### src/pkg/counter_params.svh
// Purpose: Register offsets, field positions and reset values for the edge counter.
// Assumes: Included by bare name after the package is compiled.
// Notes: Definitions only; no logic lives here.
`ifndef COUNTER_PARAMS_SVH
`define COUNTER_PARAMS_SVH

// Register byte offsets on the 4-bit local address.
`define OFF_CTRL      4'h0
`define OFF_PRESET    4'h4
`define OFF_COUNT     4'h8
`define OFF_STATUS    4'hC

// Control register fields.
`define CTRL_EN_LSB   0
`define CTRL_EN_MSB   1
`define CTRL_DIR_SRC  2
`define CTRL_DIR_VAL  3
`define CTRL_RST_VAL  32'h0000_0000

// Preset register reset value and width of the count word.
`define PRESET_RST    16'h0000
`define CNT_WIDTH     16

// Status register bit positions.
`define ST_CNT_IN     0
`define ST_ENABLED    1
`define ST_DIR        2
`define ST_RESET_N    3
`define ST_FAULT      4

// Write responses on the AXI4-Lite channel.
`define RESP_OKAY     2'h0
`define RESP_SLVERR   2'h2

`endif

### src/pkg/counter_pkg.sv
// Purpose: Shared types for the rising-edge up/down counter.
// Assumes: Compiled before any design file.
// Notes: Enable mode codes match the two-bit control field.
`default_nettype none

package counter_pkg;

  // How the enable is sourced; code 2'b11 is not a legal setting.
  typedef enum logic [1:0] {
    EN_FROM_PIN   = 2'b00,
    EN_ALWAYS_ON  = 2'b01,
    EN_ALWAYS_OFF = 2'b10
  } en_mode_t;

  // A full AXI4-Lite data word.
  typedef logic [31:0] word_t;

endpackage

`default_nettype wire

### src/rtl/pin_sync.sv
// Purpose: Two flip-flop synchroniser for a group of asynchronous pins.
// Assumes: Each bit is an independent level; no bus coherence is needed.
// Notes: The first stage feeds only the second stage.
`default_nettype none

module pin_sync #(
  parameter int W = 5
) (
  input  wire logic         sys_clk,
  input  wire logic         rst,
  input  wire logic [W-1:0] async_in,
  output var  logic [W-1:0] sync_out
);

  logic [W-1:0] meta_r;    // First stage, may go metastable.
  logic [W-1:0] meta_nxt;  // Next value of the first stage.
  logic [W-1:0] sync_r;    // Second stage, safe to use.
  logic [W-1:0] sync_nxt;  // Next value of the second stage.

  // Next values: each stage copies the one in front of it.
  always_comb begin
    meta_nxt = async_in;
    sync_nxt = meta_r;
  end

  // Both stages clear under reset so downstream starts from a known low.
  always_ff @(posedge sys_clk) begin
    if (rst) begin
      meta_r <= '0;
      sync_r <= '0;
    end else begin
      meta_r <= meta_nxt;
      sync_r <= sync_nxt;
    end
  end

  assign sync_out = sync_r;

endmodule

`default_nettype wire

### src/rtl/rising_edge_updown_counter.sv
// Purpose: 16-bit up/down counter stepping on count input rising edges.
// Assumes: Pins are asynchronous; registers are reached over AXI4-Lite.
// Notes: Pin to count word latency is three clock edges.
`include "counter_params.svh"
`default_nettype none

module rising_edge_updown_counter #(
  parameter int ADDR_W = 4,
  parameter int CNT_W  = `CNT_WIDTH
) (
  input  wire logic              sys_clk,
  input  wire logic              rst,
  input  wire logic              en_pin,
  input  wire logic              count_pin,
  input  wire logic              dir_pin,
  input  wire logic              reset_n_pin,
  input  wire logic              fault_pin,
  input  wire logic [ADDR_W-1:0] s_axi_awaddr,
  input  wire logic              s_axi_awvalid,
  output var  logic              s_axi_awready,
  input  wire counter_pkg::word_t s_axi_wdata,
  input  wire logic [3:0]        s_axi_wstrb,
  input  wire logic              s_axi_wvalid,
  output var  logic              s_axi_wready,
  output var  logic [1:0]        s_axi_bresp,
  output var  logic              s_axi_bvalid,
  input  wire logic              s_axi_bready,
  input  wire logic [ADDR_W-1:0] s_axi_araddr,
  input  wire logic              s_axi_arvalid,
  output var  logic              s_axi_arready,
  output var  counter_pkg::word_t s_axi_rdata,
  output var  logic [1:0]        s_axi_rresp,
  output var  logic              s_axi_rvalid,
  input  wire logic              s_axi_rready,
  output var  logic [CNT_W-1:0]  count_value
);
  import counter_pkg::*;

  // Synchronised pin levels.
  logic [4:0]       pins_s;      // Packed outputs of the synchroniser.
  logic             en_s;        // Enable pin level.
  logic             cnt_s;       // Count pin level.
  logic             dir_s;       // Direction pin level.
  logic             rstn_s;      // Functional reset, active low.
  logic             fault_s;     // Fallback error level.

  // Counter state.
  logic [CNT_W-1:0] count_r;     // The count word.
  logic [CNT_W-1:0] count_nxt;   // Its next value.
  logic             prev_cnt_r;  // Count input seen on the previous cycle.
  logic             prev_cnt_nxt;
  logic             en_prev_r;   // Enable seen on the previous cycle.
  logic             en_prev_nxt;
  logic             init_r;      // Preset still to be loaded after power-up.
  logic             init_nxt;

  // Decoded controls.
  en_mode_t         en_mode;     // Enable source from the control register.
  logic             en_act;      // Effective enable.
  logic             dir_act;     // Effective direction, 1 counts down.
  logic             rise;        // Genuine 0-to-1 on the count input.
  logic             en_rise;     // Enable rising while count is high.
  logic             step;        // One step this cycle.

  // Register file and bus state.
  word_t            ctrl_r;      // Enable mode and direction source.
  word_t            ctrl_nxt;
  logic [CNT_W-1:0] preset_r;    // Start point of each sequence.
  logic [CNT_W-1:0] preset_nxt;
  logic             awready_r;
  logic             awready_nxt;
  logic             wready_r;
  logic             wready_nxt;
  logic             bvalid_r;
  logic             bvalid_nxt;
  logic [1:0]       bresp_r;
  logic [1:0]       bresp_nxt;
  logic             arready_r;
  logic             arready_nxt;
  logic             rvalid_r;
  logic             rvalid_nxt;
  logic [1:0]       rresp_r;
  logic [1:0]       rresp_nxt;
  word_t            rdata_r;
  word_t            rdata_nxt;
  logic             wr_fire;     // Address and data both taken this edge.
  logic             rd_fire;     // Read address taken this edge.
  word_t            status_w;    // Live status word.

  // Valid local addresses; shared by the read and write decoders.
  function automatic logic addr_ok(input logic [ADDR_W-1:0] a);
    addr_ok = (a == `OFF_CTRL) || (a == `OFF_PRESET) ||
              (a == `OFF_COUNT) || (a == `OFF_STATUS);
  endfunction

  // Merge write data into an old word under the byte strobes.
  function automatic word_t merge_strb(input word_t old, input word_t data,
                                       input logic [3:0] strb);
    merge_strb = old;
    for (int i = 0; i < 4; i++) begin
      if (strb[i]) begin
        merge_strb[i*8 +: 8] = data[i*8 +: 8];
      end
    end
  endfunction

  // Every external level crosses two flip-flops before use.
  pin_sync #(
    .W (5)
  ) u_sync (
    .sys_clk  (sys_clk),
    .rst      (rst),
    .async_in ({fault_pin, reset_n_pin, dir_pin, count_pin, en_pin}),
    .sync_out (pins_s)
  );

  assign en_s    = pins_s[0];
  assign cnt_s   = pins_s[1];
  assign dir_s   = pins_s[2];
  assign rstn_s  = pins_s[3];
  assign fault_s = pins_s[4];

  // Enable source, direction and edge decode.
  always_comb begin
    en_mode = en_mode_t'(ctrl_r[`CTRL_EN_MSB:`CTRL_EN_LSB]);
    unique case (en_mode)
      EN_FROM_PIN:   en_act = en_s;
      EN_ALWAYS_ON:  en_act = 1'b1;
      EN_ALWAYS_OFF: en_act = 1'b0;
      // The spare code is treated as disabled, the safe choice.
      default:       en_act = 1'b0;
    endcase
    // The direction may come from the pin or from a fixed setting.
    dir_act = ctrl_r[`CTRL_DIR_SRC] ? ctrl_r[`CTRL_DIR_VAL] : dir_s;
    rise    = cnt_s & ~prev_cnt_r;
    // A high count input at the enable edge counts as an edge.
    en_rise = en_act & ~en_prev_r & cnt_s;
    // Either source yields a single step; they never add up.
    step    = rise | en_rise;
  end

  // Counter next state: fault freezes, disable freezes, reset wins over steps.
  always_comb begin
    count_nxt    = count_r;
    init_nxt     = init_r;
    prev_cnt_nxt = cnt_s;   // Tracked even while disabled.
    en_prev_nxt  = en_act;
    if (fault_s) begin
      // Frozen; counting picks up from here when the error clears.
      count_nxt = count_r;
    end else if (!en_act) begin
      // Held at the value from the moment the block was disabled.
      count_nxt = count_r;
    end else if (init_r || !rstn_s) begin
      // First enabled cycle after power-up, or reset held low.
      count_nxt = preset_r;
      init_nxt  = 1'b0;
    end else if (step) begin
      // The sum wraps naturally in the 16-bit word.
      if (dir_act) begin
        count_nxt = count_r - CNT_W'(1);
      end else begin
        count_nxt = count_r + CNT_W'(1);
      end
    end
  end

  // Counter registers.
  always_ff @(posedge sys_clk) begin
    if (rst) begin
      count_r    <= `PRESET_RST;
      init_r     <= 1'b1;
      prev_cnt_r <= 1'b0;
      en_prev_r  <= 1'b0;
    end else begin
      count_r    <= count_nxt;
      init_r     <= init_nxt;
      prev_cnt_r <= prev_cnt_nxt;
      en_prev_r  <= en_prev_nxt;
    end
  end

  // Live status seen by software.
  always_comb begin
    status_w = '0;
    status_w[`ST_CNT_IN]  = cnt_s;
    status_w[`ST_ENABLED] = en_act;
    status_w[`ST_DIR]     = dir_act;
    status_w[`ST_RESET_N] = rstn_s;
    status_w[`ST_FAULT]   = fault_s;
  end

  // Bus next state. Write ready pulses one cycle after both channels show valid, read ready one cycle after arvalid,
  // which costs a cycle but keeps every bus output on a flip-flop.
  always_comb begin
    ctrl_nxt    = ctrl_r;
    preset_nxt  = preset_r;
    awready_nxt = 1'b0;
    wready_nxt  = 1'b0;
    bvalid_nxt  = bvalid_r;
    bresp_nxt   = bresp_r;
    arready_nxt = 1'b0;
    rvalid_nxt  = rvalid_r;
    rresp_nxt   = rresp_r;
    rdata_nxt   = rdata_r;
    wr_fire     = s_axi_awvalid & awready_r & s_axi_wvalid & wready_r;
    rd_fire     = s_axi_arvalid & arready_r;
    // Offer ready only when no response is outstanding.
    if (s_axi_awvalid && s_axi_wvalid && !awready_r && !bvalid_r) begin
      awready_nxt = 1'b1;
      wready_nxt  = 1'b1;
    end
    if (wr_fire) begin
      bvalid_nxt = 1'b1;
      bresp_nxt  = addr_ok(s_axi_awaddr) ? `RESP_OKAY : `RESP_SLVERR;
      // The preset is software's to set before counting starts.
      if (s_axi_awaddr == `OFF_CTRL) begin
        ctrl_nxt = merge_strb(ctrl_r, s_axi_wdata, s_axi_wstrb);
      end else if (s_axi_awaddr == `OFF_PRESET) begin
        preset_nxt = CNT_W'(merge_strb(word_t'(preset_r), s_axi_wdata, s_axi_wstrb));
      end
    end else if (bvalid_r && s_axi_bready) begin
      bvalid_nxt = 1'b0;
    end
    if (s_axi_arvalid && !arready_r && !rvalid_r) begin
      arready_nxt = 1'b1;
    end
    if (rd_fire) begin
      rvalid_nxt = 1'b1;
      rresp_nxt  = addr_ok(s_axi_araddr) ? `RESP_OKAY : `RESP_SLVERR;
      unique case (s_axi_araddr)
        `OFF_CTRL:   rdata_nxt = ctrl_r;
        `OFF_PRESET: rdata_nxt = word_t'(preset_r);
        `OFF_COUNT:  rdata_nxt = word_t'(count_r);
        `OFF_STATUS: rdata_nxt = status_w;
        default:     rdata_nxt = '0;
      endcase
    end else if (rvalid_r && s_axi_rready) begin
      rvalid_nxt = 1'b0;
    end
  end

  // Bus registers.
  always_ff @(posedge sys_clk) begin
    if (rst) begin
      ctrl_r    <= `CTRL_RST_VAL;
      preset_r  <= `PRESET_RST;
      awready_r <= 1'b0;
      wready_r  <= 1'b0;
      bvalid_r  <= 1'b0;
      bresp_r   <= `RESP_OKAY;
      arready_r <= 1'b0;
      rvalid_r  <= 1'b0;
      rresp_r   <= `RESP_OKAY;
      rdata_r   <= '0;
    end else begin
      ctrl_r    <= ctrl_nxt;
      preset_r  <= preset_nxt;
      awready_r <= awready_nxt;
      wready_r  <= wready_nxt;
      bvalid_r  <= bvalid_nxt;
      bresp_r   <= bresp_nxt;
      arready_r <= arready_nxt;
      rvalid_r  <= rvalid_nxt;
      rresp_r   <= rresp_nxt;
      rdata_r   <= rdata_nxt;
    end
  end

  // Outputs all come from flip-flops.
  assign count_value   = count_r;
  assign s_axi_awready = awready_r;
  assign s_axi_wready  = wready_r;
  assign s_axi_bvalid  = bvalid_r;
  assign s_axi_bresp   = bresp_r;
  assign s_axi_arready = arready_r;
  assign s_axi_rvalid  = rvalid_r;
  assign s_axi_rresp   = rresp_r;
  assign s_axi_rdata   = rdata_r;
endmodule

`default_nettype wire

### config.mk
export PLATFORM = sky130hd
export DESIGN_NAME = rising_edge_updown_counter
export DESIGN_NICKNAME = d
export VERILOG_FILES = /design/src/pkg/counter_pkg.sv /design/src/rtl/pin_sync.sv /design/src/rtl/rising_edge_updown_counter.sv
export VERILOG_INCLUDE_DIRS = /design/src /design/src/pkg
export SDC_FILE = /design/constraint.sdc
export NUM_CORES = 1
export LEC_CHECK = 0
export BUFFER_PORTS_ARGS = -buffer_cell sky130_fd_sc_hd__clkbuf_2
export CAP_MARGIN = 20
export CORE_MARGIN = 3
export CORE_UTILIZATION = 54
export CTS_CLUSTER_DIAMETER = 40
export DETAILED_ROUTE_END_ITERATION = 7
export PLACE_DENSITY = 0.87
export SETUP_SLACK_MARGIN = 0.1
export SLEW_MARGIN = 25
export SYNTH_ARGS = -nofsm -noshare
export SYNTH_HDL_FRONTEND = slang
export SYNTH_SLANG_ARGS = --single-unit
### constraint.sdc
create_clock -name sys_clk -period 2.75 [get_ports sys_clk]
set_input_delay 0.1375 -clock sys_clk [delete_from_list [all_inputs] [get_ports sys_clk]]
set_output_delay 0.1375 -clock sys_clk [all_outputs]
set_load 0.02 [all_outputs]
==> run summary <==
Setup repair after global routing left no endpoint under its margin. Synthesis produced 603 cells. The tools report the post-placement cell area as 0.00587 mm2. The run gives 0.0723 as the met3 layer usage reported by global route.

The number of hold-slack violations in the final timing report is 0. The global routing stage identified its most utilized layer as met2. Fraction of the cycle the final worst path needs: 0.937. The tools report the total number of vias as 5696. The netlist uses 60 different library cells. The capturing element type of the critical path is a flip-flop.

The run gives 29000 um as the wire length of the first global-routing pass. No sink is reached through more buffers than the 2 on the longest clock path. The area share of the largest cell type after synthesis came out at 0.437. The clock root buffer master was sky130_fd_sc_hd__clkbuf_8. Global-route met2 utilization: 0.550.

The final layout contains routed wiring with a total length of 18400 um. The die is 105 um wide. The logs give 388 MHz for the highest attainable clock frequency and 2.97 nW for the leakage power total.

Via count of the first global-routing pass: 5660. The critical path starts at ctrl_r[2]. For the global-route usage over all layers, the log shows 0.330.

The run gives 113 as the number of ports placed on the die boundary. Setup slack on the critical path of the routed design comes to 173 ps. Along the worst path, the maximum fanout reaches 16.

The count of state elements after synthesis was 115. The logs give 0.562 for the initial core utilization and 0.0110 mm2 for the full die area. The tools report the worst max-slew margin expressed relative to the limit as 0.394. By area the synthesized netlist is led by sky130_fd_sc_hd__dfxtp_1 (44%), sky130_fd_sc_hd__a21oi_1 (5.8%), sky130_fd_sc_hd__mux2i_1 (5.5%). CTS saw 115 sinks.

Including well taps, the total number of placed cells is 809. The proportion of register bits with asynchronous set or reset after synthesis is 0. The min-delay analysis places its worst path in the category primary input to flip-flop. The tightest hold path in the finished design has a slack of 43.9 ps. At the worst endpoint, the arrival time is 2980 ps. The type of the setup path with the least slack is flip-flop to flip-flop. The worst-case IR drop observed on VDD is 0.461 mV. The tools report the total number of nets in the final design as 831. Once detail routing completed, the nets flagged for antenna violations numbered 0.

Yosys printed 0 warnings. Global routing finished with a remaining overflow of 0. The post-synthesis instance area is 0.00526 mm2.

The tools report the detailed-placement wirelength estimate as 10000 um. Number of max-slew violations in the final report: 0. The library cell used most frequently in the layout, excluding fill and tap cells, is sky130_fd_sc_hd__dfxtp_1. The total of buffers placed on input and output ports is 110.

Startpoint of the tightest hold check path: s_axi_wstrb[0]. The per-cell routed wire length came out at 20.4 um. After detailed routing, the number of remaining DRC violations is 0. Power spread over the standard cell area amounts to 574 mW/mm2.

The first TritonRoute pass finished after 6 iterations. The synthesized design contains 0 enable-type register cells. Setup violations remaining at the end of the flow were counted as 0. The minimum setup slack after placement was -76.7 ps; the via density per instance was 6.31. The average instance area after synthesis was 8.73 um2. Most common flop cell mapped by yosys: sky130_fd_sc_hd__dfxtp_1.

STA classifies the critical path startpoint as a flip-flop. For the fraction of met1 tracks used by global routing, the log shows 0.378. The weighted congestion reported at the end of routability-driven placement is 0.894, and the number of H-tree levels is 4. The area of the core is 0.00937 mm2.

The final critical path time including I/O delays and setup works out to 2580 ps. In this run, the number of DRC markers left after iteration 0 of detailed routing was 570. The largest total area in the synthesized netlist belongs to sky130_fd_sc_hd__dfxtp_1.

Once layout is complete, the cells apart from fillers number 903. For the maximum number of pins on one net before global-route repair, the log shows 71. The library cells used most frequently in the layout, excluding fill and tap cells, are sky130_fd_sc_hd__dfxtp_1 (114), sky130_fd_sc_hd__clkbuf_2 (109), sky130_fd_sc_hd__nand2_1 (73), sky130_fd_sc_hd__nor2_1 (65), sky130_fd_sc_hd__dlygate4sd3_1 (59). The area growth from synthesis to layout is 35.4%. The layout cell share with drive strength beyond 1 was 0.233; the placement row count was 35.

The finished cells cover 0.00713 mm2. The worst register-to-register path begins at ctrl_r[2]. The run finished with clean final reports. The clock-pin slew on the worst setup and hold paths works out to 60 ps. The number of antenna violations at the first check in global routing was 1; the number of fillers in the final layout was 585. The run gives 0.437 as the fraction of the yosys area taken by sequential cells. At the pin with the least slew margin, the transition time is 907 ps.

For the worst setup path, the data required time is 3150 ps. TritonCTS built the clock tree. The later pin in the worst-skew pair is clocked with a latency of 510 ps.

The completed layout was analyzed and its total power is 4.09 mW. Worst-case clock skew: 7.08 ps. The tool flagged a number of max-cap violations equal to 0. The height of the die is 105 um. For the clock buffer count from CTS, the log shows 17.
registers in the layout, indices dropped and copies added (netlist names), 5 cells and up:
register,flops
count_value,16
u_sync.meta_r,5
s_axi_rdata,32
u_sync.sync_out,5
preset_r,16
ctrl_r,32
stage by stage:
stage / utilization / setup TNS (ps)
global route: 0.760 / 0
CTS: 0.750 / 0
finish: 0.760 / 0
detailed placement: 0.626 / -188
global placement: 0.626 / 0
floorplan: - / 0
logic make-up after synthesis:
logic type	count (synthesis)	share of synthesized area
DFF	115	0.437
buffers and inverters	49	0.0399
muxes	35	0.0794
other	1	0.000712
xor gates and xnor gates	11	0.0183
and+or+nand+nor	218	0.188
AOI/OAI and AO/OA	159	0.199
adders and majority gates	15	0.0371
report_power, final:
part	switching [mW]	internal, mW	total, mW
logic	0.173	0.132	0.305
clock network	0.803	1.28	2.08
registers	0.0177	1.68	1.70
metal layers:
metal | vias up | share of wire
li1 | 2474 | -
met1 | 2627 | 0.35
met2 | 459 | 0.48
met3 | 136 | 0.095
met4 | 0 | 0.076
met5 | - | 0
cell usage after synthesis (4+ instances only):
cell and number:
sky130_fd_sc_hd__a311oi_1 4, sky130_fd_sc_hd__mux2i_1 29, sky130_fd_sc_hd__nand2b_1 5, sky130_fd_sc_hd__nor2_1 65
sky130_fd_sc_hd__a21o_1 5, sky130_fd_sc_hd__inv_1 5, sky130_fd_sc_hd__mux4_2 4, sky130_fd_sc_hd__clkbuf_1 29
sky130_fd_sc_hd__a22oi_1 32, sky130_fd_sc_hd__o211a_1 5, sky130_fd_sc_hd__ha_1 14, sky130_fd_sc_hd__nor3_1 7
sky130_fd_sc_hd__xnor2_1 8, sky130_fd_sc_hd__a21oi_1 61, sky130_fd_sc_hd__dfxtp_1 115, sky130_fd_sc_hd__a211oi_1 4
sky130_fd_sc_hd__nor2b_1 13, sky130_fd_sc_hd__nand3_1 40, sky130_fd_sc_hd__o21ai_0 20, sky130_fd_sc_hd__nand2_1 73
sky130_fd_sc_hd__buf_2 11
final timing paths:
path	to	slack [ps]	depth (start not counted)
setup / recovery	count_value[6]	170	9
hold / removal	ctrl_r[4]	40	3
setup reg to reg	count_value[6]	170	9
hold reg to reg	u_sync.sync_out[1]	440	1
layout make-up:
class / count / area (um2) / share of cell area
multi-input combinational: 440 / 2840 / 0.399
sequential: 115 / 2300 / 0.323
timing repair buffer: 181 / 1240 / 0.174
clock buffer: 18 / 418 / 0.0586
tap: 129 / 161 / 0.0226
clock inverter: 13 / 138 / 0.0193
inverter: 5 / 21.3 / 0.00298
antenna: 2 / 5.00 / 0.000702
repair_timing:
item | in CTS | in global routing
hold buffers | 59 | 0
hold endpoints to repair | 59 | 0
endpoints found under the setup margin | 10 | 12
pin swaps | 0 | 1
setup buffers | 0 | 2
resized for setup | 5 | 11
critical path, cell delays in order, from the launching register on:
cell	delay, ps
sky130_fd_sc_hd__dfxtp_2	370
sky130_fd_sc_hd__mux2i_4	290
sky130_fd_sc_hd__inv_4	150
sky130_fd_sc_hd__fa_1	440
sky130_fd_sc_hd__a21oi_2	240
sky130_fd_sc_hd__o21ai_0	150
sky130_fd_sc_hd__a21oi_1	240
sky130_fd_sc_hd__xnor2_1	160
sky130_fd_sc_hd__nand2_1	110
sky130_fd_sc_hd__a311oi_1	310
(Power assumes the default switching activity.)
